<file path="src/rtl/ccm_regs.vh">
// Register offsets, field positions and reset values of the coefficient top-bit words
`ifndef CCM_REGS_VH
`define CCM_REGS_VH

// ----------------------------------------------------------------------------
// Word offsets
// ----------------------------------------------------------------------------
`define CCM_ADDR_W            5
`define CCM_OFF_BRIDGE        5'h03
`define CCM_OFF_TSENSOR       5'h04
`define CCM_OFF_OFFSET_B      5'h05
`define CCM_OFF_GAIN_B        5'h06
`define CCM_OFF_TCG           5'h07
`define CCM_OFF_TCO           5'h08
`define CCM_OFF_TCO_SECOND    5'h09
`define CCM_OFF_TCG_SECOND    5'h0a
`define CCM_OFF_BRIDGE_NL     5'h0b
`define CCM_OFF_OFFSET_T      5'h0c
`define CCM_OFF_GAIN_T        5'h0d
`define CCM_OFF_TS_SECOND     5'h0e

// ----------------------------------------------------------------------------
// Field positions in the bridge word
// ----------------------------------------------------------------------------
`define CCM_BIT_OFFSET_B_MSB  0
`define CCM_BIT_OFFSET_B_SGN  1
`define CCM_BIT_GAIN_B_MSB    2
`define CCM_BIT_GAIN_B_SGN    3
`define CCM_BIT_TCG_MSB       4
`define CCM_BIT_TCG_SGN       5
`define CCM_BIT_TCO_MSB       6
`define CCM_BIT_TCO_SGN       7
`define CCM_BIT_TCO2_MSB      8
`define CCM_BIT_TCO2_SGN      9
`define CCM_BIT_TCG2_MSB      10
`define CCM_BIT_TCG2_SGN      11
`define CCM_BIT_NL_MSB        12
`define CCM_BIT_NL_SGN        13
`define CCM_BIT_CURVE         14
`define CCM_BIT_SETTLE_SGN    15

// ----------------------------------------------------------------------------
// Field positions in the temperature-sensor word
// ----------------------------------------------------------------------------
`define CCM_BIT_GAIN_T_MSB    0
`define CCM_BIT_GAIN_T_SGN    1
`define CCM_BIT_TS2_MSB       2
`define CCM_BIT_TS2_SGN       3
`define CCM_BIT_OFFSET_T_MSB  4
`define CCM_BIT_OFFSET_T_SGN  5
`define CCM_TS_USED_MASK      16'h003f

// ----------------------------------------------------------------------------
// Reset values
// ----------------------------------------------------------------------------
`define CCM_RST_BRIDGE        16'h0000
`define CCM_RST_TSENSOR       16'h0000
`define CCM_RST_LOW           16'h0000

`endif

</file>
<file path="src/rtl/ccm_word_mem.v">
// Small memory for the sixteen-bit low magnitude words, registered read
`timescale 1ns/10ps
`default_nettype none
`include "ccm_regs.vh"
module ccm_word_mem (
    input  wire         clk_in,
    input  wire         reset_in,
    input  wire         wr_en_in,
    input  wire [3:0]   wr_addr_in,
    input  wire [15:0]  wr_data_in,
    input  wire [3:0]   rd_addr_in,
    output reg  [15:0]  rd_data_out,
    output wire [159:0] flat_out
);
    reg [15:0] mem_reg [0:9];

    // ------------------------------------------------------------------------
    // Storage, read port and flat view for the correction math
    // ------------------------------------------------------------------------
    genvar g;
    generate
        for (g = 0; g < 10; g = g + 1) begin : gen_word
            always @(posedge clk_in) begin
                if (reset_in) begin
                    mem_reg[g] <= `CCM_RST_LOW;
                end else if (wr_en_in && wr_addr_in == g) begin
                    mem_reg[g] <= wr_data_in;
                end
            end
            assign flat_out[g*16 +: 16] = mem_reg[g];
        end
    endgenerate

    // Registered read data
    always @(posedge clk_in) begin
        if (reset_in) begin
            rd_data_out <= 16'h0000;
        end else begin
            rd_data_out <= (rd_addr_in < 4'ha) ? mem_reg[rd_addr_in] : 16'h0000;
        end
    end
endmodule
`default_nettype wire

</file>
<file path="src/rtl/ccm_coeff_build.v">
// Builds one signed 18-bit coefficient from a top bit, a sign flag and a low word
`timescale 1ns/10ps
`default_nettype none
module ccm_coeff_build (
    input  wire        clk_in,
    input  wire        reset_in,
    input  wire        msb_in,
    input  wire        sign_in,
    input  wire [15:0] low_in,
    output reg  [17:0] coeff_out
);
    wire [17:0] mag;
    assign mag = {1'b0, msb_in, low_in};

    // ------------------------------------------------------------------------
    // Sign-magnitude to two's complement, registered
    // ------------------------------------------------------------------------
    always @(posedge clk_in) begin
        if (reset_in) begin
            coeff_out <= 18'h00000;
        end else begin
            coeff_out <= sign_in ? (18'h00000 - mag) : mag;
        end
    end
endmodule
`default_nettype wire

</file>
<file path="src/rtl/ccm_coeff_bank.v">
// Calibration coefficient top-bit and sign words with assembled signed coefficients
//
// How it works
// Each sign flag: clear means positive, set means negative.
// Bridge offset magnitude is word 3 bit 0 over word 05; bit 1 signs.
// Bridge gain magnitude is word 3 bit 2 over word 06; bit 3 signs.
// Gain tempco first order is word 3 bit 4 over word 07; bit 5 signs.
// Offset tempco first order is word 3 bit 6 over word 08; bit 7 signs.
// Offset tempco second order is word 3 bit 8 over word 09; bit 9 signs.
// Gain tempco second order is word 3 bit 10 over word 0a; bit 11 signs.
// Bridge nonlinear term is word 3 bit 12 over word 0b; bit 13 signs.
// Word 3 bit 14 picks curve: 0 parabolic, 1 s-shaped.
// Word 3 bit 15 is settle term polarity: 0 positive, 1 negative.
// Sensor gain is word 4 bit 0 over word 0d; bit 1 signs.
// Sensor second order is word 4 bit 2 over word 0e; bit 3 signs.
// Sensor offset is word 4 bit 4 over word 0c; bit 5 signs.
// Each coefficient leaves as signed value, negated when its sign is set.
// Word 4 bits 15:6 are ignored and read as zero.
`timescale 1ns/10ps
`default_nettype none
`include "ccm_regs.vh"
module ccm_coeff_bank (
    input  wire        clk_in,
    input  wire        reset_in,
    input  wire [4:0]  addr_in,
    input  wire [15:0] wr_data_in,
    input  wire        wr_en_in,
    input  wire        rd_en_in,
    output reg  [15:0] rd_data_out,
    output wire [17:0] offset_b_out,
    output wire [17:0] gain_b_out,
    output wire [17:0] gain_tempco_first_out,
    output wire [17:0] offset_tempco_first_out,
    output wire [17:0] offset_tempco_second_out,
    output wire [17:0] gain_tempco_second_out,
    output wire [17:0] bridge_nonlinear_coeff_out,
    output wire [17:0] tsensor_gain_out,
    output wire [17:0] tsensor_second_order_coeff_out,
    output wire [17:0] tsensor_offset_out,
    output reg         curve_shape_select_out,
    output reg         settle_term_polarity_out
);
    // ------------------------------------------------------------------------
    // Address decode
    // ------------------------------------------------------------------------
    // Index of a low magnitude word, or 4'hf when the address is not one
    function [3:0] low_index;
        input [4:0] a;
        begin
            if (a >= `CCM_OFF_OFFSET_B && a <= `CCM_OFF_TS_SECOND) begin
                low_index = a[3:0] - 4'h5;
            end else begin
                low_index = 4'hf;
            end
        end
    endfunction

    reg  [15:0] bridge_reg;
    reg  [15:0] tsensor_reg;
    reg  [15:0] bridge_next;
    reg  [15:0] tsensor_next;
    reg  [4:0]  rd_addr_reg;
    reg         rd_pend_reg;
    wire [15:0] mem_rd_data;
    wire [159:0] low_flat;
    wire [3:0]  wr_idx;
    wire [3:0]  rd_idx;

    assign wr_idx = low_index(addr_in);
    assign rd_idx = low_index(addr_in);

    // ------------------------------------------------------------------------
    // Flag word writes; unused sensor bits are dropped
    // ------------------------------------------------------------------------
    always @* begin
        bridge_next  = bridge_reg;
        tsensor_next = tsensor_reg;
        if (wr_en_in && addr_in == `CCM_OFF_BRIDGE) begin
            bridge_next = wr_data_in;
        end
        if (wr_en_in && addr_in == `CCM_OFF_TSENSOR) begin
            tsensor_next = wr_data_in & `CCM_TS_USED_MASK;
        end
    end

    always @(posedge clk_in) begin
        if (reset_in) begin
            bridge_reg  <= `CCM_RST_BRIDGE;
            tsensor_reg <= `CCM_RST_TSENSOR;
        end else begin
            bridge_reg  <= bridge_next;
            tsensor_reg <= tsensor_next;
        end
    end

    // ------------------------------------------------------------------------
    // Low magnitude words
    // ------------------------------------------------------------------------
    ccm_word_mem u_mem (
        .clk_in      (clk_in),
        .reset_in    (reset_in),
        .wr_en_in    (wr_en_in && wr_idx != 4'hf),
        .wr_addr_in  (wr_idx),
        .wr_data_in  (wr_data_in),
        .rd_addr_in  (rd_idx),
        .rd_data_out (mem_rd_data),
        .flat_out    (low_flat)
    );

    // ------------------------------------------------------------------------
    // Read path: data stand in the cycle after the strobe
    // ------------------------------------------------------------------------
    always @(posedge clk_in) begin
        if (reset_in) begin
            rd_addr_reg <= 5'h00;
            rd_pend_reg <= 1'b0;
        end else begin
            rd_addr_reg <= addr_in;
            rd_pend_reg <= rd_en_in;
        end
    end

    always @* begin
        rd_data_out = 16'h0000;
        if (rd_pend_reg) begin
            if (rd_addr_reg == `CCM_OFF_BRIDGE) begin
                rd_data_out = bridge_reg;
            end else if (rd_addr_reg == `CCM_OFF_TSENSOR) begin
                rd_data_out = tsensor_reg & `CCM_TS_USED_MASK;
            end else if (low_index(rd_addr_reg) != 4'hf) begin
                rd_data_out = mem_rd_data;
            end
        end
    end

    // ------------------------------------------------------------------------
    // Mode flags for the correction math
    // ------------------------------------------------------------------------
    always @(posedge clk_in) begin
        if (reset_in) begin
            curve_shape_select_out   <= 1'b0;
            settle_term_polarity_out <= 1'b0;
        end else begin
            curve_shape_select_out   <= bridge_reg[`CCM_BIT_CURVE];
            settle_term_polarity_out <= bridge_reg[`CCM_BIT_SETTLE_SGN];
        end
    end

    // ------------------------------------------------------------------------
    // Coefficient assembly, one builder per coefficient
    // ------------------------------------------------------------------------
    // Low word slot: offset minus five
    wire [17:0] coeff [0:9];
    wire [9:0]  msb_bits;
    wire [9:0]  sgn_bits;

    assign msb_bits = {tsensor_reg[`CCM_BIT_TS2_MSB],
                       tsensor_reg[`CCM_BIT_GAIN_T_MSB],
                       tsensor_reg[`CCM_BIT_OFFSET_T_MSB],
                       bridge_reg[`CCM_BIT_NL_MSB],
                       bridge_reg[`CCM_BIT_TCG2_MSB],
                       bridge_reg[`CCM_BIT_TCO2_MSB],
                       bridge_reg[`CCM_BIT_TCO_MSB],
                       bridge_reg[`CCM_BIT_TCG_MSB],
                       bridge_reg[`CCM_BIT_GAIN_B_MSB],
                       bridge_reg[`CCM_BIT_OFFSET_B_MSB]};
    assign sgn_bits = {tsensor_reg[`CCM_BIT_TS2_SGN],
                       tsensor_reg[`CCM_BIT_GAIN_T_SGN],
                       tsensor_reg[`CCM_BIT_OFFSET_T_SGN],
                       bridge_reg[`CCM_BIT_NL_SGN],
                       bridge_reg[`CCM_BIT_TCG2_SGN],
                       bridge_reg[`CCM_BIT_TCO2_SGN],
                       bridge_reg[`CCM_BIT_TCO_SGN],
                       bridge_reg[`CCM_BIT_TCG_SGN],
                       bridge_reg[`CCM_BIT_GAIN_B_SGN],
                       bridge_reg[`CCM_BIT_OFFSET_B_SGN]};

    genvar g;
    generate
        for (g = 0; g < 10; g = g + 1) begin : gen_coeff
            ccm_coeff_build u_build (
                .clk_in    (clk_in),
                .reset_in  (reset_in),
                .msb_in    (msb_bits[g]),
                .sign_in   (sgn_bits[g]),
                .low_in    (low_flat[g*16 +: 16]),
                .coeff_out (coeff[g])
            );
        end
    endgenerate

    assign offset_b_out                   = coeff[0];
    assign gain_b_out                     = coeff[1];
    assign gain_tempco_first_out          = coeff[2];
    assign offset_tempco_first_out        = coeff[3];
    assign offset_tempco_second_out       = coeff[4];
    assign gain_tempco_second_out         = coeff[5];
    assign bridge_nonlinear_coeff_out     = coeff[6];
    assign tsensor_offset_out             = coeff[7];
    assign tsensor_gain_out               = coeff[8];
    assign tsensor_second_order_coeff_out = coeff[9];
endmodule
`default_nettype wire

</file>
<file path="config.mk">
export PLATFORM = sky130hd
export DESIGN_NAME = ccm_coeff_bank
export DESIGN_NICKNAME = d
export VERILOG_FILES = /design/src/rtl/ccm_word_mem.v /design/src/rtl/ccm_coeff_build.v /design/src/rtl/ccm_coeff_bank.v
export VERILOG_INCLUDE_DIRS = /design/src /design/src/rtl
export SDC_FILE = /design/constraint.sdc
export NUM_CORES = 1
export LEC_CHECK = 0
export BUFFER_PORTS_ARGS = -buffer_cell sky130_fd_sc_hd__buf_4
export CAP_MARGIN = 25
export CORE_MARGIN = 5
export CORE_UTILIZATION = 60
export CTS_CLUSTER_DIAMETER = 60
export DETAILED_ROUTE_END_ITERATION = 7
export GPL_TIMING_DRIVEN = 0
export PLACE_DENSITY = 0.82
export SYNTH_ARGS = -nofsm -noshare
export SYNTH_HDL_FRONTEND = slang
export SYNTH_SLANG_ARGS = --single-unit
</file>
<file path="constraint.sdc">
create_clock -name clk_in -period 7 [get_ports clk_in]
set_clock_uncertainty 0.2 [all_clocks]
set_input_delay 0.35 -clock clk_in [delete_from_list [all_inputs] [get_ports clk_in]]
set_output_delay 0.35 -clock clk_in [all_outputs]
set_load 0.005 [all_outputs]
</file>
==> summary.txt <==
Flow run
  • Max Cap Violations: 0

STA
  • Fin crit period: between 4 and 5 ns
  • RSZ-0062 raised after global routing: false
  • Worst-Margin Slew: roughly 1.2 ns
  • Worst-case hold slack: roughly 0.051 ns
  • Final Max Tran Viols: 0
  • Final hold violation count: 0
  • Total negative slack: 0 ns
  • Slew margin rel.: 16.7%
  • Fmax: around 0.25 GHz
  • Crit share post-route: 57.8%
  • Final-report setup violation count: 0
  • Setup WS post-layout: 2.95 ns

Final layout
  • Post-route insts no fill: 2370
  • Share of cells above drive strength 1: approximately 17%
  • Max FFs per register: 180
  • Post-route cell area: roughly 21000 sq um
  • Number of diodes: 0
  • Filler Cell Count: between 2k and 2.5k
  • Layout area overhead: 21.6%
  • Final #Nets: 1997

Setup path
  • CP cell instances: buf_4 -> buf_2 -> inv_1 -> clkbuf_1 -> clkbuf_1 -> ha_1 -> clkbuf_1 -> buf_2 -> buf_2 -> mux2i_1 -> a21oi_1 -> o22ai_1 -> o221ai_1
  • CP top delay family: buffers and inverters
  • CP Depth: 13
  • Worst R2R Path Depth: 5
  • CP max stage cell: clkbuf_1
  • Setup crit end: u_mem.rd_data_out[14]$_SDFF_PP0_
  • WS Path Type: input port to register
  • Crit. End Element: register
  • Startpoint types: input port
  • Worst r2r dst: gen_coeff[5].u_build.coeff_out[15]$_SDFF_PP0_
  • CP max FO: 11
  • Req. time, crit path: about 7.2 ns
  • Crit path buf inv count: 8
  • Crit path launch: addr_in[0]
  • FF-to-FF setup slack: 4.48 ns
  • Worst r2r src: u_mem.mem_reg[5][2]$_SDFFCE_PN0P_
  • Highest cell delay on the worst timing path: about 0.46 ns
  • Critical path arrival: about 4.2 ns

Yosys
  • Dominant synthesized flop cell: dfxtp_1
  • Mean post-synth cell area: about 10 sq um
  • Synth warnings: 0
  • Syn Inst Count: 1660
  • Flops & latches, synth: around 390
  • Post-synth cell types: 64
  • Post-synthesis sequential area ratio: between 50% and 60%
  • Syn nets: approximately 1.7k
  • Post-synth EDFFs: 160
  • FFs w/ async S/R, synth: 0%
  • Mapped Area: 17200 sq um

Outcome
  • Outcome: finished, final reports clean

Clock network
  • Clock sink count: 386
  • Root Buffer Master: clkbuf_16
  • Total CTS buffers: 40
  • CTS tree: yes
  • Latest clock arrival within the worst-skew pair: between 0.5 and 0.6 ns
  • Postcts setup bufs: 0
  • CTS Buffer Depth: 3
  • Worst-path clk slew: 0.06 ns
  • H-tree Lvls: 2

Route
  • Vias per cell: slightly above 6
  • DRC: 0
  • DR pass1 iterations: 7
  • Via count: approximately 14k
  • Remaining antenna violation count: 0
  • DR iter-0 viols: around 1.7k
  • Total Wirelength: about 56 mm
  • WL/cell: around 24 um

Global route
  • Total track usage: 34.2%
  • First-pass GRT wire length: about 80 mm
  • Initial antenna violation count: 3
  • Overflow left after global routing: 0
  • Vias in the first global route: roughly 14k
  • Largest net degree at the start of global routing: 15

Placement
  • Post-Place Setup Slack: 2.51 ns
  • Routability congestion estimate: between 1 and 1.5
  • IO Port Bufs: approximately 220
  • Placed Instances: approximately 2.3k
  • Post-DP HPWL: a little over 40 mm
  • Placed Area: just under 20000 sq um

Floorplan
  • Starting Density: around three fifths
  • DIE WIDTH: between 150 and 200 um
  • Boundary Pins: about 220
  • Rows: 62
  • Core Footprint: 28500 sq um
  • Die Span Y: 179 um
  • Die Footprint: approximately 32000 sq um

Worst hold path
  • Hold Crit Class: input port to register

Power and ir drop
  • Worst vdd ir: ~220 uV
  • PD cells: around 240 nW/um^2
  • Leakage: 0.00809 uW
repair_timing:
action | CTS | global route
endpoints found under the hold margin | 24 | 0
setup endpoints to repair | 0 | 0
hold buffers | 19 | 0
gates resized for setup | 0 | 0
cell usage after synthesis, types with 11 or more instances:
master | number | area [sq um]
xor2_1 | 135 | 1180
a22oi_1 | 11 | 82.6
a211oi_1 | 12 | 90.1
buf_2 | 14 | 70.1
nand2_1 | 75 | 282
nand2b_1 | 16 | 100
o41ai_1 | 20 | 175
o31ai_1 | 44 | 330
nand3_1 | 17 | 85.1
a2111oi_0 | 21 | 184
nor3_1 | 15 | 75.1
dfxtp_1 | 226 | 4520
a21oi_1 | 20 | 100
clkbuf_1 | 84 | 315
and2_1 | 171 | 1070
nor2b_1 | 14 | 87.6
xnor2_1 | 13 | 114
mux2i_1 | 53 | 531
edfxtp_1 | 160 | 4800
nor4_1 | 15 | 93.8
o21ai_0 | 56 | 280
or4_1 | 23 | 173
inv_1 | 33 | 124
nor2_1 | 240 | 901
ha_1 | 18 | 225
or3_1 | 29 | 181
o22ai_1 | 32 | 200
worst min path at each step:
stage                                start                                  end  slack [ns]  depth (start not counted)
2_1_floorplan  bridge_reg[14]$_SDFFE_PP0P_    curve_shape_select_out$_SDFF_PP0_        0.26                          1
3_3_place_gp   bridge_reg[15]$_SDFFE_PP0P_  settle_term_polarity_out$_SDFF_PP0_        0.27                          1
3_5_place_dp   bridge_reg[14]$_SDFFE_PP0P_    curve_shape_select_out$_SDFF_PP0_        0.28                          1
4_1_cts                         addr_in[4]            rd_addr_reg[4]$_SDFF_PP0_        0.01                          3
5_1_grt                         addr_in[4]            rd_addr_reg[4]$_SDFF_PP0_        0.06                          3
6_report                        addr_in[4]            rd_addr_reg[4]$_SDFF_PP0_        0.05                          3
cells in the final DEF (no fill, tap or decap), types with 17 or more instances in the layout:
cell type	count
dfxtp_1	226
nand2_1	75
clkbuf_16	41
a21oi_1	20
or4_1	23
or3_1	29
clkbuf_1	94
mux2i_1	53
o41ai_1	19
nor2_1	240
o22ai_1	32
a2111oi_0	21
and2_1	171
inv_1	33
ha_1	18
edfxtp_1	160
buf_4	231
nand3_1	17
xor2_1	135
o21ai_0	51
o31ai_1	40
dlygate4sd3_1	19
where the power goes:
group | total, uW | internal (uW) | leakage [uW] | switching [uW]
sequential | 2580 | 2470 | 0.00339 | 118
combinational | 490 | 196 | 0.00407 | 293
clock | 2030 | 1150 | 0.000626 | 882
total | 5110 | 3810 | 0.00809 | 1290
worst register-to-register path: cells and delay by family, from the launching register on:
kind	cells	cell delay, ns
simple gates	3	1.12
flops	1	0.46
xor+xnor	1	0.21
compound gates	1	0.39
logic make-up (layout without fill, tap and decap cells):
family,count (synthesis),count (layout),synth area share (%)
DFF,386,386,54.2
muxes,58,58,3.42
and+or+nand+nor,647,647,19.4
adders and majority gates,18,18,1.31
AOI/OAI and AO/OA,261,261,10.9
buffers and inverters,142,468,3.27
xor gates and xnor gates,148,148,7.53
through the flow:
step	total power (uW)	utilization [%]
2_1_floorplan	2830	-
3_3_place_gp	3070	67.8
3_5_place_dp	3090	68.2
4_1_cts	5090	73.2
5_1_grt	5240	73.3
6_report	5110	73.3
final cells by class:
cell class              count  area, sq um  area share, %
multi-input cells        1132         7350           35.1
inverters                  33          124          0.592
clock buffers              58         1150           5.50
flip-flops and latches    386         9330           44.6
plain buffers             109          439           2.10
clock inverters            16         98.8          0.472
well taps                 384          480           2.30
repair buffers            252         1960           9.36
routing by layer:
metal	wire [um]	track usage (%)
met2	25700	54.4
met1	22100	46.3
met4	2450	13.5
met5	35	0
met3	5990	6.97
Note: power is estimated with default switching activity, not from simulation.
